`src/core/nmi_pkg.sv`:
```
// constants, types and register map of the nmi source and control block
// Operation
// - deadman timeout sets bit 25, starts countdown
// - watchdog timeout sets bit 24, starts countdown when awake
// - writing one to bit 23 raises nmi
// - general event or written one sets bit 19
// - key 0x4e in key field sets bit 19
// - monitor clock failure sets bit 17 when armed
// - failure with config 0b11 sets both fail bits
// - oscillator fail bit raises nmi, switches oscillator when armed
// - bit 17 raises nmi, never switches clock
// - successful clock switch clears bit 17 only
// - watchdog awake or deadman runs countdown to reset
// - only watchdog and deadman start the countdown
// - unused bits read zero, all reset zero
package nmi_pkg;

  // register byte offsets
  localparam logic [7:0] OFF_NMI_CTL = 8'h00;
  localparam logic [7:0] OFF_INT_CTL = 8'h04;
  localparam logic [7:0] OFF_OSC_CTL = 8'h08;
  localparam logic [7:0] OFF_IRQ_STAT = 8'h0c;
  localparam logic [7:0] OFF_IRQ_MASK = 8'h10;
  localparam logic [7:0] OFF_CLK_CFG = 8'h14;
  localparam logic [7:0] OFF_UNLOCK = 8'h18;

  // nmi_control_status field positions
  localparam int BIT_DEADMAN = 25;
  localparam int BIT_WATCHDOG = 24;
  localparam int BIT_SW_NMI = 23;
  localparam int BIT_GENERAL = 19;
  localparam int BIT_CLK_FAIL = 17;
  localparam int BIT_WDT_SLEEP = 16;
  localparam int CNT_MSB = 15;
  localparam int CNT_LSB = 0;

  // interrupt_control key field and its trigger value
  localparam int KEY_MSB = 31;
  localparam int KEY_LSB = 24;
  localparam logic [7:0] NMI_KEY_VALUE = 8'h4e;

  // oscillator_control fields
  localparam int OSC_BIT_CLK_FAIL = 3;
  localparam int OSC_BIT_UNLOCKED = 0;

  // clock_monitor_config value that arms the monitor
  localparam logic [1:0] MONITOR_ARMED = 2'h3;

  // unlock keys, arbitrary values
  localparam logic [31:0] UNLOCK_KEY_A = 32'h0000a5a5;
  localparam logic [31:0] UNLOCK_KEY_B = 32'h00005a5a;

  // pin input indexes
  localparam int IN_DEADMAN = 0;
  localparam int IN_WATCHDOG = 1;
  localparam int IN_GENERAL = 2;
  localparam int IN_CLK_FAIL = 3;
  localparam int IN_SWITCH_DONE = 4;
  localparam int IN_SLEEP = 5;
  localparam int NUM_PINS = 6;

  // interrupt status bits
  localparam int IRQ_DEADMAN = 0;
  localparam int IRQ_WATCHDOG = 1;
  localparam int IRQ_SW_NMI = 2;
  localparam int IRQ_GENERAL = 3;
  localparam int IRQ_CLK_FAIL = 4;
  localparam int IRQ_EXPIRE = 5;
  localparam int NUM_IRQ = 6;

  // reset values
  localparam logic [15:0] CNT_RESET = 16'h0000;
  localparam logic [31:0] WORD_RESET = 32'h00000000;

  typedef enum logic [1:0] {
    UNLK_IDLE = 2'b00,
    UNLK_HALF = 2'b01,
    UNLK_OPEN = 2'b10
  } unlock_e;

  typedef struct packed {
    logic [NUM_PINS-1:0] sync1;
    logic [NUM_PINS-1:0] sync2;
    logic [NUM_PINS-1:0] sync3;
    logic [NUM_PINS-1:0] settled;
    logic deadman_timeout_flag;
    logic watchdog_timeout_flag;
    logic software_nmi_trigger;
    logic general_nmi_flag;
    logic clock_fail_flag;
    logic watchdog_sleep_status;
    logic osc_clock_fail;
    logic [1:0] clock_monitor_config;
    unlock_e unlock;
    logic [NUM_IRQ-1:0] irq_status;
    logic [NUM_IRQ-1:0] irq_mask;
    logic [31:0] rdata;
    logic frc_switch;
    logic reset_req;
  } ctl_s;

  typedef struct packed {
    logic [15:0] count;
    logic running;
    logic expire;
  } cnt_s;

endpackage : nmi_pkg

```
`src/core/nmi_countdown.sv`:
```
// sixteen bit reset countdown started by watchdog and deadman events
`timescale 1ns/1ps
module nmi_countdown (
  // clock and reset
  input wire logic SYS_CLK,
  input wire logic ARST_N,
  // control
  input wire logic start,
  input wire logic load,
  input wire logic [15:0] load_value,
  // state
  output logic [15:0] count,
  output logic running,
  output logic expire
);
  import nmi_pkg::*;

  cnt_s state_reg;
  cnt_s state_next;

  // a write reloads the count even mid-run; a start on zero expires next
  always_comb begin
    state_next = state_reg;
    state_next.expire = 1'b0;
    if (state_reg.running) begin
      if (state_reg.count == 16'h0000) begin
        state_next.expire = 1'b1;
        state_next.running = 1'b0;
      end else begin
        state_next.count = state_reg.count - 16'h0001;
      end
    end
    if (load) begin
      state_next.count = load_value;
    end
    if (start) begin
      state_next.running = 1'b1;
    end
  end

  always_ff @(posedge SYS_CLK or negedge ARST_N) begin
    if (!ARST_N) begin
      state_reg <= '{count: CNT_RESET, running: 1'b0, expire: 1'b0};
    end else begin
      state_reg <= state_next;
    end
  end

  assign count = state_reg.count;
  assign running = state_reg.running;
  assign expire = state_reg.expire;

endmodule : nmi_countdown

```
`src/core/nmi_source_control.sv`:
```
// nmi source capture, software triggers, clock-fail handling and reset count
//
// Local design decisions: the address map and the strobed register port.
`timescale 1ns/1ps
module nmi_source_control (
  // clock and reset
  input wire logic SYS_CLK,
  input wire logic ARST_N,
  // register port
  input wire logic [7:0] REG_ADDR,
  input wire logic [31:0] REG_WDATA,
  input wire logic REG_WR,
  input wire logic REG_RD,
  output logic [31:0] REG_RDATA,
  // event pins from the timers, monitor and clock switch logic
  input wire logic DEADMAN_TIMEOUT,
  input wire logic WATCHDOG_TIMEOUT,
  input wire logic GENERAL_NMI_EVENT,
  input wire logic CLOCK_FAIL_DETECT,
  input wire logic CLOCK_SWITCH_DONE,
  input wire logic IN_SLEEP,
  // outputs to the core and the clock and reset units
  output logic NMI_OUT,
  output logic IRQ,
  output logic SWITCH_TO_FRC,
  output logic OSC_CLOCK_FAIL,
  output logic DEVICE_RESET_REQ
);
  import nmi_pkg::*;

  // a pin level counts only once stages two and three agree,
  // so a one-cycle glitch on a pin never reaches a flag
  function automatic logic [NUM_PINS-1:0] settle(
    input logic [NUM_PINS-1:0] s2,
    input logic [NUM_PINS-1:0] s3,
    input logic [NUM_PINS-1:0] prev
  );
    settle = (~(s2 ^ s3) & s3) | ((s2 ^ s3) & prev);
  endfunction : settle

  // zero to one transition of a flag
  function automatic logic rises(input logic nxt, input logic cur);
    rises = nxt & ~cur;
  endfunction : rises

  // sticky status: write-one clears, a set in the same cycle wins
  function automatic logic [NUM_IRQ-1:0] w1c(
    input logic [NUM_IRQ-1:0] cur,
    input logic [NUM_IRQ-1:0] set,
    input logic [NUM_IRQ-1:0] clr
  );
    w1c = (cur & ~clr) | set;
  endfunction : w1c

  // all state of the block except the countdown in one struct, registered in one place
  ctl_s state_reg;
  ctl_s state_next;

  // wiring between the decode, the countdown and the next-state logic
  logic [NUM_PINS-1:0] pins;
  logic [NUM_PINS-1:0] pin_rise;
  logic wr_nmi;
  logic wr_int;
  logic wr_osc;
  logic wr_stat;
  logic wr_mask;
  logic wr_cfg;
  logic wr_unlock;
  logic armed;
  logic cnt_start;
  logic cnt_load;
  logic [15:0] cnt_value;
  logic cnt_expire;
  logic [NUM_IRQ-1:0] irq_set;
  logic [31:0] nmi_word;
  logic [31:0] osc_word;

  // gather the pins so they share one synchroniser chain
  always_comb begin
    pins = '0;
    pins[IN_DEADMAN] = DEADMAN_TIMEOUT;
    pins[IN_WATCHDOG] = WATCHDOG_TIMEOUT;
    pins[IN_GENERAL] = GENERAL_NMI_EVENT;
    pins[IN_CLK_FAIL] = CLOCK_FAIL_DETECT;
    pins[IN_SWITCH_DONE] = CLOCK_SWITCH_DONE;
    // the sleep port hides the package index of the same name
    pins[nmi_pkg::IN_SLEEP] = IN_SLEEP;
  end

  // the filtered level changes late, so an edge is seen once per pulse;
  // taken from the registered stages to keep the decode free of loops
  assign pin_rise = settle(state_reg.sync2, state_reg.sync3,
                           state_reg.settled) & ~state_reg.settled;

  // address decode of the write strobe
  assign wr_nmi = REG_WR && (REG_ADDR == OFF_NMI_CTL);
  assign wr_int = REG_WR && (REG_ADDR == OFF_INT_CTL);
  assign wr_osc = REG_WR && (REG_ADDR == OFF_OSC_CTL);
  assign wr_stat = REG_WR && (REG_ADDR == OFF_IRQ_STAT);
  assign wr_mask = REG_WR && (REG_ADDR == OFF_IRQ_MASK);
  assign wr_cfg = REG_WR && (REG_ADDR == OFF_CLK_CFG);
  assign wr_unlock = REG_WR && (REG_ADDR == OFF_UNLOCK);

  // the monitor only acts when its configuration is fully armed
  assign armed = (state_reg.clock_monitor_config == MONITOR_ARMED);

  // readable views of the two mixed registers, unused bits held at zero
  // the count field shows the live count, not the value last written
  always_comb begin
    nmi_word = WORD_RESET;
    nmi_word[BIT_DEADMAN] = state_reg.deadman_timeout_flag;
    nmi_word[BIT_WATCHDOG] = state_reg.watchdog_timeout_flag;
    nmi_word[BIT_SW_NMI] = state_reg.software_nmi_trigger;
    nmi_word[BIT_GENERAL] = state_reg.general_nmi_flag;
    nmi_word[BIT_CLK_FAIL] = state_reg.clock_fail_flag;
    nmi_word[BIT_WDT_SLEEP] = state_reg.watchdog_sleep_status;
    nmi_word[CNT_MSB:CNT_LSB] = cnt_value;
    osc_word = WORD_RESET;
    osc_word[OSC_BIT_CLK_FAIL] = state_reg.osc_clock_fail;
    osc_word[OSC_BIT_UNLOCKED] = (state_reg.unlock == UNLK_OPEN);
  end

  // countdown start and reload; clock-fail, general and software nmis
  // have no path into the start term
  always_comb begin
    cnt_start = 1'b0;
    if (pin_rise[IN_DEADMAN]) begin
      cnt_start = 1'b1;
    end
    if (pin_rise[IN_WATCHDOG]
        && !state_reg.settled[nmi_pkg::IN_SLEEP]) begin
      cnt_start = 1'b1;
    end
    if (wr_nmi && REG_WDATA[BIT_DEADMAN]
        && !state_reg.deadman_timeout_flag) begin
      cnt_start = 1'b1;
    end
    if (wr_nmi && REG_WDATA[BIT_WATCHDOG]
        && !state_reg.watchdog_timeout_flag) begin
      cnt_start = 1'b1;
    end
  end

  // every write of the nmi register reloads the count, even mid-run,
  // so software can stretch or cut a countdown already under way
  assign cnt_load = wr_nmi;

  // the countdown lives in its own module so its reload and expiry
  // rules stay apart from the flag logic
  nmi_countdown u_countdown (
    .SYS_CLK(SYS_CLK),
    .ARST_N(ARST_N),
    .start(cnt_start),
    .load(cnt_load),
    .load_value(REG_WDATA[CNT_MSB:CNT_LSB]),
    .count(cnt_value),
    .running(),
    .expire(cnt_expire)
  );

  // next state: software writes first, then hardware clears, then
  // hardware sets, so an event in a clearing cycle is never lost
  always_comb begin
    state_next = state_reg;
    state_next.frc_switch = 1'b0;
    state_next.reset_req = cnt_expire;

    // three-stage input chain, stage one read only by stage two
    state_next.sync1 = pins;
    state_next.sync2 = state_reg.sync1;
    state_next.sync3 = state_reg.sync2;
    state_next.settled = settle(state_reg.sync2, state_reg.sync3,
                                state_reg.settled);

    // plain read/write bits of the nmi register
    if (wr_nmi) begin
      state_next.deadman_timeout_flag = REG_WDATA[BIT_DEADMAN];
      state_next.watchdog_timeout_flag = REG_WDATA[BIT_WATCHDOG];
      state_next.software_nmi_trigger = REG_WDATA[BIT_SW_NMI];
      state_next.general_nmi_flag = REG_WDATA[BIT_GENERAL];
      state_next.clock_fail_flag = REG_WDATA[BIT_CLK_FAIL];
      state_next.watchdog_sleep_status = REG_WDATA[BIT_WDT_SLEEP];
    end

    // key write in the upper byte of interrupt_control
    if (wr_int && (REG_WDATA[KEY_MSB:KEY_LSB] == NMI_KEY_VALUE)) begin
      state_next.general_nmi_flag = 1'b1;
    end

    // two-key unlock opens a single oscillator_control write
    // a wrong second key drops back, so a stray write cannot open it
    if (wr_unlock) begin
      unique case (state_reg.unlock)
        UNLK_IDLE: begin
          if (REG_WDATA == UNLOCK_KEY_A) begin
            state_next.unlock = UNLK_HALF;
          end
        end
        UNLK_HALF: begin
          if (REG_WDATA == UNLOCK_KEY_B) begin
            state_next.unlock = UNLK_OPEN;
          end else begin
            state_next.unlock = UNLK_IDLE;
          end
        end
        UNLK_OPEN: begin
          state_next.unlock = UNLK_OPEN;
        end
        default: begin
          state_next.unlock = UNLK_IDLE;
        end
      endcase
    end

    // a locked write is dropped silently; any write relocks
    if (wr_osc) begin
      if (state_reg.unlock == UNLK_OPEN) begin
        state_next.osc_clock_fail = REG_WDATA[OSC_BIT_CLK_FAIL];
      end
      state_next.unlock = UNLK_IDLE;
    end

    // monitor arming; changing it mid-failure does not undo a switch
    if (wr_cfg) begin
      state_next.clock_monitor_config = REG_WDATA[1:0];
    end

    // interrupt mask is plain storage
    if (wr_mask) begin
      state_next.irq_mask = REG_WDATA[NUM_IRQ-1:0];
    end

    // a completed software switch ends the failure in this register only
    if (pin_rise[IN_SWITCH_DONE] && state_reg.clock_fail_flag) begin
      state_next.clock_fail_flag = 1'b0;
    end

    // hardware sets win over every clear above
    if (pin_rise[IN_DEADMAN]) begin
      state_next.deadman_timeout_flag = 1'b1;
    end
    if (pin_rise[IN_WATCHDOG]) begin
      state_next.watchdog_timeout_flag = 1'b1;
    end
    if (pin_rise[IN_GENERAL]) begin
      state_next.general_nmi_flag = 1'b1;
    end
    if (pin_rise[IN_CLK_FAIL] && armed) begin
      state_next.clock_fail_flag = 1'b1;
      state_next.osc_clock_fail = 1'b1;
    end

    // oscillator fail bit rising, by either party, switches to the rc while armed
    if (rises(state_next.osc_clock_fail, state_reg.osc_clock_fail)
        && armed) begin
      state_next.frc_switch = 1'b1;
    end

    // events that feed the sticky status, taken from the flag edges once
    // every set and clear above has settled in the next state
    irq_set = '0;
    irq_set[IRQ_DEADMAN] = rises(state_next.deadman_timeout_flag,
                                 state_reg.deadman_timeout_flag);
    irq_set[IRQ_WATCHDOG] = rises(state_next.watchdog_timeout_flag,
                                  state_reg.watchdog_timeout_flag);
    irq_set[IRQ_SW_NMI] = rises(state_next.software_nmi_trigger,
                                state_reg.software_nmi_trigger);
    irq_set[IRQ_GENERAL] = rises(state_next.general_nmi_flag,
                                 state_reg.general_nmi_flag);
    irq_set[IRQ_CLK_FAIL] = rises(state_next.clock_fail_flag,
                                  state_reg.clock_fail_flag)
                            | rises(state_next.osc_clock_fail,
                                    state_reg.osc_clock_fail);
    irq_set[IRQ_EXPIRE] = cnt_expire;

    // sticky interrupt status, write-one-to-clear
    state_next.irq_status = w1c(state_reg.irq_status, irq_set,
                                wr_stat ? REG_WDATA[NUM_IRQ-1:0]
                                        : '0);

    // read data appear only in the cycle after the strobe
    state_next.rdata = WORD_RESET;
    if (REG_RD) begin
      unique case (REG_ADDR)
        OFF_NMI_CTL: state_next.rdata = nmi_word;
        OFF_OSC_CTL: state_next.rdata = osc_word;
        OFF_IRQ_STAT: begin
          state_next.rdata[NUM_IRQ-1:0] = state_reg.irq_status;
        end
        OFF_IRQ_MASK: begin
          state_next.rdata[NUM_IRQ-1:0] = state_reg.irq_mask;
        end
        OFF_CLK_CFG: begin
          state_next.rdata[1:0] = state_reg.clock_monitor_config;
        end
        // key and unlock ports are write-only and read back as zero
        OFF_INT_CTL: state_next.rdata = WORD_RESET;
        OFF_UNLOCK: state_next.rdata = WORD_RESET;
        default: state_next.rdata = WORD_RESET;
      endcase
    end
  end

  // every bit clears at power-on
  always_ff @(posedge SYS_CLK or negedge ARST_N) begin
    if (!ARST_N) begin
      state_reg <= '{
        sync1: '0,
        sync2: '0,
        sync3: '0,
        settled: '0,
        deadman_timeout_flag: 1'b0,
        watchdog_timeout_flag: 1'b0,
        software_nmi_trigger: 1'b0,
        general_nmi_flag: 1'b0,
        clock_fail_flag: 1'b0,
        watchdog_sleep_status: 1'b0,
        osc_clock_fail: 1'b0,
        clock_monitor_config: 2'h0,
        unlock: UNLK_IDLE,
        irq_status: '0,
        irq_mask: '0,
        rdata: WORD_RESET,
        frc_switch: 1'b0,
        reset_req: 1'b0
      };
    end else begin
      state_reg <= state_next;
    end
  end

  // nmi stays high while any source flag is held; the handler must
  // clear both fail bits or the line never drops
  assign NMI_OUT = state_reg.deadman_timeout_flag
                 | state_reg.watchdog_timeout_flag
                 | state_reg.software_nmi_trigger
                 | state_reg.general_nmi_flag
                 | state_reg.clock_fail_flag
                 | state_reg.osc_clock_fail;

  // level interrupt and the remaining outputs, all from flip-flops
  assign IRQ = |(state_reg.irq_status & state_reg.irq_mask);
  assign SWITCH_TO_FRC = state_reg.frc_switch;
  assign OSC_CLOCK_FAIL = state_reg.osc_clock_fail;
  assign DEVICE_RESET_REQ = state_reg.reset_req;
  assign REG_RDATA = state_reg.rdata;

endmodule : nmi_source_control

```
`config.mk`:
```
export PLATFORM = sky130hd
export DESIGN_NAME = nmi_source_control
export DESIGN_NICKNAME = d
export VERILOG_FILES = /design/src/core/nmi_pkg.sv /design/src/core/nmi_countdown.sv /design/src/core/nmi_source_control.sv
export SDC_FILE = /design/constraint.sdc
export NUM_CORES = 1
export LEC_CHECK = 0
export BUFFER_PORTS_ARGS = -buffer_cell sky130_fd_sc_hd__buf_4
export CORE_MARGIN = 3
export CORE_UTILIZATION = 48
export CTS_CLUSTER_DIAMETER = 120
export CTS_CLUSTER_SIZE = 12
export DETAILED_ROUTE_END_ITERATION = 16
export HOLD_SLACK_MARGIN = 0.12
export PLACE_DENSITY = 0.72
export SLEW_MARGIN = 15
export SYNTH_ARGS = -nofsm -noshare
export SYNTH_HDL_FRONTEND = slang
export SYNTH_SLANG_ARGS = --single-unit
```
`constraint.sdc`:
```
create_clock -name SYS_CLK -period 7.2 [get_ports SYS_CLK]
set_clock_uncertainty 0.15 [all_clocks]
set_input_delay 1.8 -clock SYS_CLK [delete_from_list [all_inputs] [get_ports SYS_CLK]]
set_output_delay 1.8 -clock SYS_CLK [all_outputs]
set_load 0.005 [all_outputs]
```
==> run_results.csv, run 1 <==
group,metric,value,unit
timing,fin_crit_sh,0.514,
clock_network,cts_buffers,9,
worst_setup_path,setup.worst_path.end_class,"register",
synth,synth-edff-count,0,
placement,place_congestion,0.932,
global_routing,antenna_found_initial,0,
finish,fin_cells,559,
placement,dp_cells,543,
drt,route.detailed.drc,0,
clock_network,htree_levels,3,
timing,relSlewSlack,0.374,
finish,drive_above_1_share,0.244,
clock_network,cts-resized-gates,0,
placement,preCtsSetupSlack,3.15,ns
clock_network,path_clk_slew,0.09,ns
finish,seq_area,2230,sq um
timing,max_freq,270,MHz
worst_setup_path,cpMostUsedCell,"nor2_1",
power_and_ir_drop,finalPower,1.18,mW
finish,n_fill_cell,732,
clock_network,cts_setup_buffers,0,
status,status,"complete, no violations",
drt,first_pass_iters,6,
timing,hold_viol,0,
clock_network,tritoncts,"yes",
floorplan,dieArea,9750,sq um
global_routing,grt_max_degree,90,
worst_setup_path,start_kind,"input port",
drt,wl_per_cell,16.8,um
worst_setup_path,crit_family,"simple AND/OR/NAND/NOR gates",
synth,yosys_most_used_dff,"dfrtp_1",
global_routing,grt_pass1_wl,15300,um
synth,yosysUniqueCellTypes,58,
timing,tns,0,ns
power_and_ir_drop,powerDensity,245,nW/um^2
synth,postSynthAreaPerCell,10.4,sq um
timing,layout_setup_ws,3.50,ns
power_and_ir_drop,irDropWorstVdd,140,uV
floorplan,die_w,98.7,um
worst_setup_path,cp_data_arrival_time,3.83,ns
min_path,holdCritPathClass,"reg2reg",
drt,drt_iter0_drc,159,
worst_setup_path,crit_chain,"buf_4, or4_1, nor2_1, nand2_1, nor2_1, and2_1",
floorplan,rows,33,
placement,hpwl,6670,um
worst_setup_path,critPathKind,"in2reg",
finish,area_delta_synth_final,16.8,%
clock_network,cts.sinks,89,
floorplan,core,8300,sq um
floorplan,start_util,0.498,
timing,tightest_slew,0.936,ns
drt,routed_wirelength,9360,um
global_routing,grt_pass1_vias,3025,
floorplan,fp.dieH,98.7,um
timing,hold_ws,0.206,ns
worst_setup_path,cp.required,7.33,ns
finish,multi_input_comb_area,1620,sq um
worst_setup_path,path_max_fanout,15,
finish,largest_reg_flops,27,
timing,rsz0062_at_grt,"no",
placement,portBuffers,76,
floorplan,pin_count,87,
timing,setup_viol,0,
synth,ys_warn_count,0,
synth,synth_seq_cells,89,
synth,synth_common_cells,"dfrtp_1, nand2_1, buf_4",
clock_network,cts_root_buf,"clkbuf_8",
synth,yosysSeqAreaShare,0.539,
drt,postRouteAntennaNets,0,
power_and_ir_drop,leakagePower,2.15,nW
flow_run,maxCapViolCount,0,
worst_setup_path,worst-path-buf-inv,1,
worst_setup_path,slowest_stage,"nor2_1",
finish,nNetsFinal,500,
drt,routed_via_density,5.55,
clock_network,clk_path_buf_depth,2,
synth,yosysMostFrequentCell,"dfrtp_1",
worst_setup_path,cpPeakStageDelay,0.74,ns
synth,synth_top_area_share,0.539,
synth,synth_top_area_cell,"dfrtp_1",
clock_network,cts_hold_buffers,0,
clock_network,worstSkewPairLatency,0.35,ns
timing,fin_crit,3.70,ns
finish,antenna_cells,0,
synth,synth_area_leaders,"dfrtp_1, buf_4, nand2_1",
timing,timing.final.max_slew_violations,0,
global_routing,grt_overflow,0,
synth,syn_area,4130,sq um
global_routing,grtUsageTotal,0.200,
synth,syn_inst,398,
synth,synthArstFlopShare,1.00,
drt,vias,3103,
## kinds of logic after synthesis
kind of cell               Yosys count  share of synthesized area
DFF                                 89                      0.539
xor gates and xnor gates             9                     0.0191
adders and majority gates            3                    0.00788
other                                1                   0.000908
AOI/OAI and AO/OA                   64                     0.0970
muxes                               16                     0.0421
buffers and inverters               49                     0.0779
and+or+nand+nor                    167                      0.216
## per-layer routing
layer	vias up	share of wire	track usage	wire, um
li1	1456	-	-	-
met5	-	0	0	0
met3	24	0.057	0.0375	533
met2	103	0.48	0.315	4510
met1	1520	0.44	0.271	4150
met4	0	0.018	0.0830	173
## cell usage in the layout, fill, tap and decap left out, types with 4 or more instances in the layout
cell type / instances
nor3_1: 7
nand2_1: 49
or4_1: 4
or3_1: 4
a22oi_1: 6
dfrtp_1: 89
buf_4: 76
o21ai_0: 23
nand4_1: 5
conb_1: 10
and2_1: 15
nor2b_1: 4
a21oi_1: 13
nand3_1: 12
nor4_1: 9
a31oi_1: 4
nor2_1: 31
mux2i_1: 5
clkbuf_8: 10
mux2_2: 11
xor2_1: 8
nand2b_1: 4
## worst reg2reg max path, delay by kind of cell, from the launching register on
family,cells,cell delay [ns]
AOI/OAI and AO/OA,2,0.29
and+or+nand+nor,3,1.40
DFF,1,0.49
## final timing paths
path | start | to | slack [ns] | depth (start not counted)
setup / recovery | REG_ADDR[0] | REG_RDATA[12] | 3.50 | 6
hold / removal | state_next[71] | state_next[65] | 0.21 | 0
setup reg to reg | u_countdown.count[2] | u_countdown.count[14] | 4.76 | 5
hold reg to reg | state_next[71] | state_next[65] | 0.21 | 0
max in group asynchronous | ARST_N | REG_RDATA[6] | 5.02 | 1
min in group asynchronous | ARST_N | REG_RDATA[5] | 1.36 | 1
## final cells by class
| type | instances | area share |
|---|---|---|
| clock buffer | 10 | 0.0285 |
| clock inverter | 6 | 0.0234 |
| inverter | 3 | 0.00234 |
| multi-input combinational | 269 | 0.336 |
| sequential | 89 | 0.462 |
| tap | 105 | 0.0273 |
| timing repair buffer | 77 | 0.121 |
## where the power goes
group | internal, mW | switching, mW | total [mW]
clock network | 0.242 | 0.178 | 0.420
logic | 0.0793 | 0.0803 | 0.160
registers | 0.543 | 0.0571 | 0.600
total | 0.865 | 0.315 | 1.18
## metrics by stage
step	utilization	cell area, sq um
after detailed placement	0.550	4570
after global routing	0.581	4820
after floorplan	-	4160
after CTS	0.580	4820
final	0.581	4820
after global placement	0.550	4570
Note: power is estimated with default switching activity, not from simulation.
==> inputs of run 2 (changes only) <==
==> constraint.sdc (replaced) <==
create_clock -name SYS_CLK -period 3.6 [get_ports SYS_CLK]
set_clock_uncertainty 0.15 [all_clocks]
set_input_delay 0.9 -clock SYS_CLK [delete_from_list [all_inputs] [get_ports SYS_CLK]]
set_output_delay 0.9 -clock SYS_CLK [all_outputs]
set_load 0.005 [all_outputs]
==> run_results.csv, run 2 (same netlist as run 1, synthesis figures left out) <==
group,metric,value,unit
clock_network,worstSkewPairLatency,0.36,ns
drt,routed_wirelength,9200,um
timing,rsz0062_at_grt,"no",
power_and_ir_drop,powerDensity,470,nW/um^2
floorplan,die_w,98.7,um
global_routing,grt_max_degree,90,
global_routing,grt_overflow,0,
timing,max_freq,379,MHz
power_and_ir_drop,finalPower,2.26,mW
power_and_ir_drop,p_seq_frac,0.532,
placement,portBuffers,76,
power_and_ir_drop,clock_power_share,0.327,
flow_run,maxCapViolCount,0,
clock_network,clk_path_buf_depth,2,
finish,layout_common_cells,"dfrtp_1, buf_4, nand2_1",
placement,hpwl,6700,um
finish,final_common_cell,"dfrtp_1",
global_routing,grt_pass1_vias,3058,
finish,n_fill_cell,736,
drt,route.detailed.drc,0,
global_routing,antenna_found_initial,0,
power_and_ir_drop,intPower,1.65,mW
floorplan,rows,33,
drt,first_pass_iters,4,
timing,hold_viol,0,
floorplan,start_util,0.498,
worst_setup_path,cpPeakStageDelay,0.66,ns
global_routing,busiest_layer,"met2",
power_and_ir_drop,irDropWorstVdd,216,uV
clock_network,cts.sinks,89,
clock_network,cts_buffers,9,
drt,postRouteAntennaNets,0,
clock_network,cts_setup_buffers,0,
timing,setup_viol,0,
finish,antenna_cells,0,
placement,place_congestion,0.938,
floorplan,core,8300,sq um
timing,timing.final.max_slew_violations,0,
worst_setup_path,path_max_fanout,6,
finish,nNetsFinal,502,
timing,fin_crit_sh,0.733,
finish,largest_reg_flops,27,
clock_network,cts_hold_buffers,0,
clock_network,tritoncts,"yes",
worst_setup_path,slowest_stage,"or4_1",
timing,relSlewSlack,0.479,
worst_setup_path,crit_chain,"buf_4, or4_1, nor2_1, and2_0, nand2_1, a211o_1",
floorplan,fp.dieH,98.7,um
min_path,min_from,"state_next[72]",
finish,area_delta_synth_final,16.2,%
worst_setup_path,r2r-start,"u_countdown.count[2]",
global_routing,use_met1,0.282,
finish,fin_cells,560,
timing,hold_ws,0.201,ns
placement,dp_cells,545,
timing,tns,0,ns
power_and_ir_drop,comb_power_share,0.141,
floorplan,pin_count,87,
worst_setup_path,cp.required,3.69,ns
power_and_ir_drop,swShare,0.268,
global_routing,gr-usage-met3,0.0488,
worst_setup_path,critPathKind,"in2reg",
clock_network,cts_root_buf,"clkbuf_8",
global_routing,met2_usage,0.301,
global_routing,grtUsageTotal,0.199,
global_routing,grt_pass1_wl,15300,um
min_path,holdCritPathClass,"reg2reg",
power_and_ir_drop,switchingPower,0.605,mW
clock_network,cts-resized-gates,0,
worst_setup_path,cp_data_arrival_time,2.73,ns
worst_setup_path,setup.worst_path.end_class,"register",
power_and_ir_drop,leakagePower,2.14,nW
timing,fin_crit,2.64,ns
clock_network,htree_levels,3,
timing,tightest_slew,0.781,ns
worst_setup_path,start_kind,"input port",
drt,drt_iter0_drc,224,
status,status,"complete, no violations",
drt,wl_per_cell,16.4,um
drt,vias,3096,
worst_setup_path,startpoint,"REG_ADDR[0]",
finish,drive_above_1_share,0.242,
floorplan,dieArea,9750,sq um
finish,multi_input_comb_area,1620,sq um
finish,seq_area,2230,sq um
finish,utilization,0.578,
drt,routed_via_density,5.53,
clock_network,path_clk_slew,0.08,ns
## run 2: cell count changes in the layout (fill, tap and decap cells not counted), sizes merged
| cell | before | now |
|---|---|---|
| clkbuf | 10 | 12 |
| inv | 5 | 3 |
| buf | 77 | 79 |
| bufinv | 3 | 2 |
## run 2: final timing paths
check                                         to  slack [ns]  cells after the start
max                                state_reg[44]        0.96                      6
min                               state_next[66]        0.20                      0
min in group asynchronous           REG_RDATA[1]        0.45                      1
max in group asynchronous  u_countdown.count[15]        2.33                      1
max reg2reg                u_countdown.count[14]        1.21                      5
min reg2reg                       state_next[66]        0.20                      0
## run 2: per-layer routing
layer  up-vias  share of wire  wire, um
li1       1459              -         -
met1      1507           0.44      4020
met2       118           0.48      4380
met3        12          0.073       671
met4         0          0.014       133
met5         -              0         0
## run 2: per-stage QoR
stage | cell area (sq um) | setup WS (ns)
after global placement | 4580 | 0.689
after floorplan | 4160 | 0.894
after CTS | 4790 | 0.995
after global routing | 4800 | 0.857
final | 4800 | 0.963
after detailed placement | 4580 | 0.618
## run 2: final cells by class
cell class / count / share of cell area
clock inverters: 3 / 0.0136
multi-input cells: 269 / 0.338
well taps: 105 / 0.0274
inverters: 3 / 0.00235
clock buffers: 12 / 0.0303
flip-flops and latches: 89 / 0.464
repair buffers: 79 / 0.124
## run 2: power by group through the flow
stage	combinational [mW]	sequential [mW]	clock [mW]
2_1_floorplan	0.244	1.17	0
3_3_place_gp	0.313	1.21	0
3_5_place_dp	0.318	1.22	0
4_1_cts	0.321	1.20	0.757
5_1_grt	0.360	1.21	0.801
6_report	0.319	1.20	0.737
## run 2: worst max-delay path: cells and delay by family
| kind | cells | cell delay [ns] |
|---|---|---|
| simple gates | 4 | 1.44 |
| compound gates | 1 | 0.29 |
| buf+inv | 1 | 0.10 |
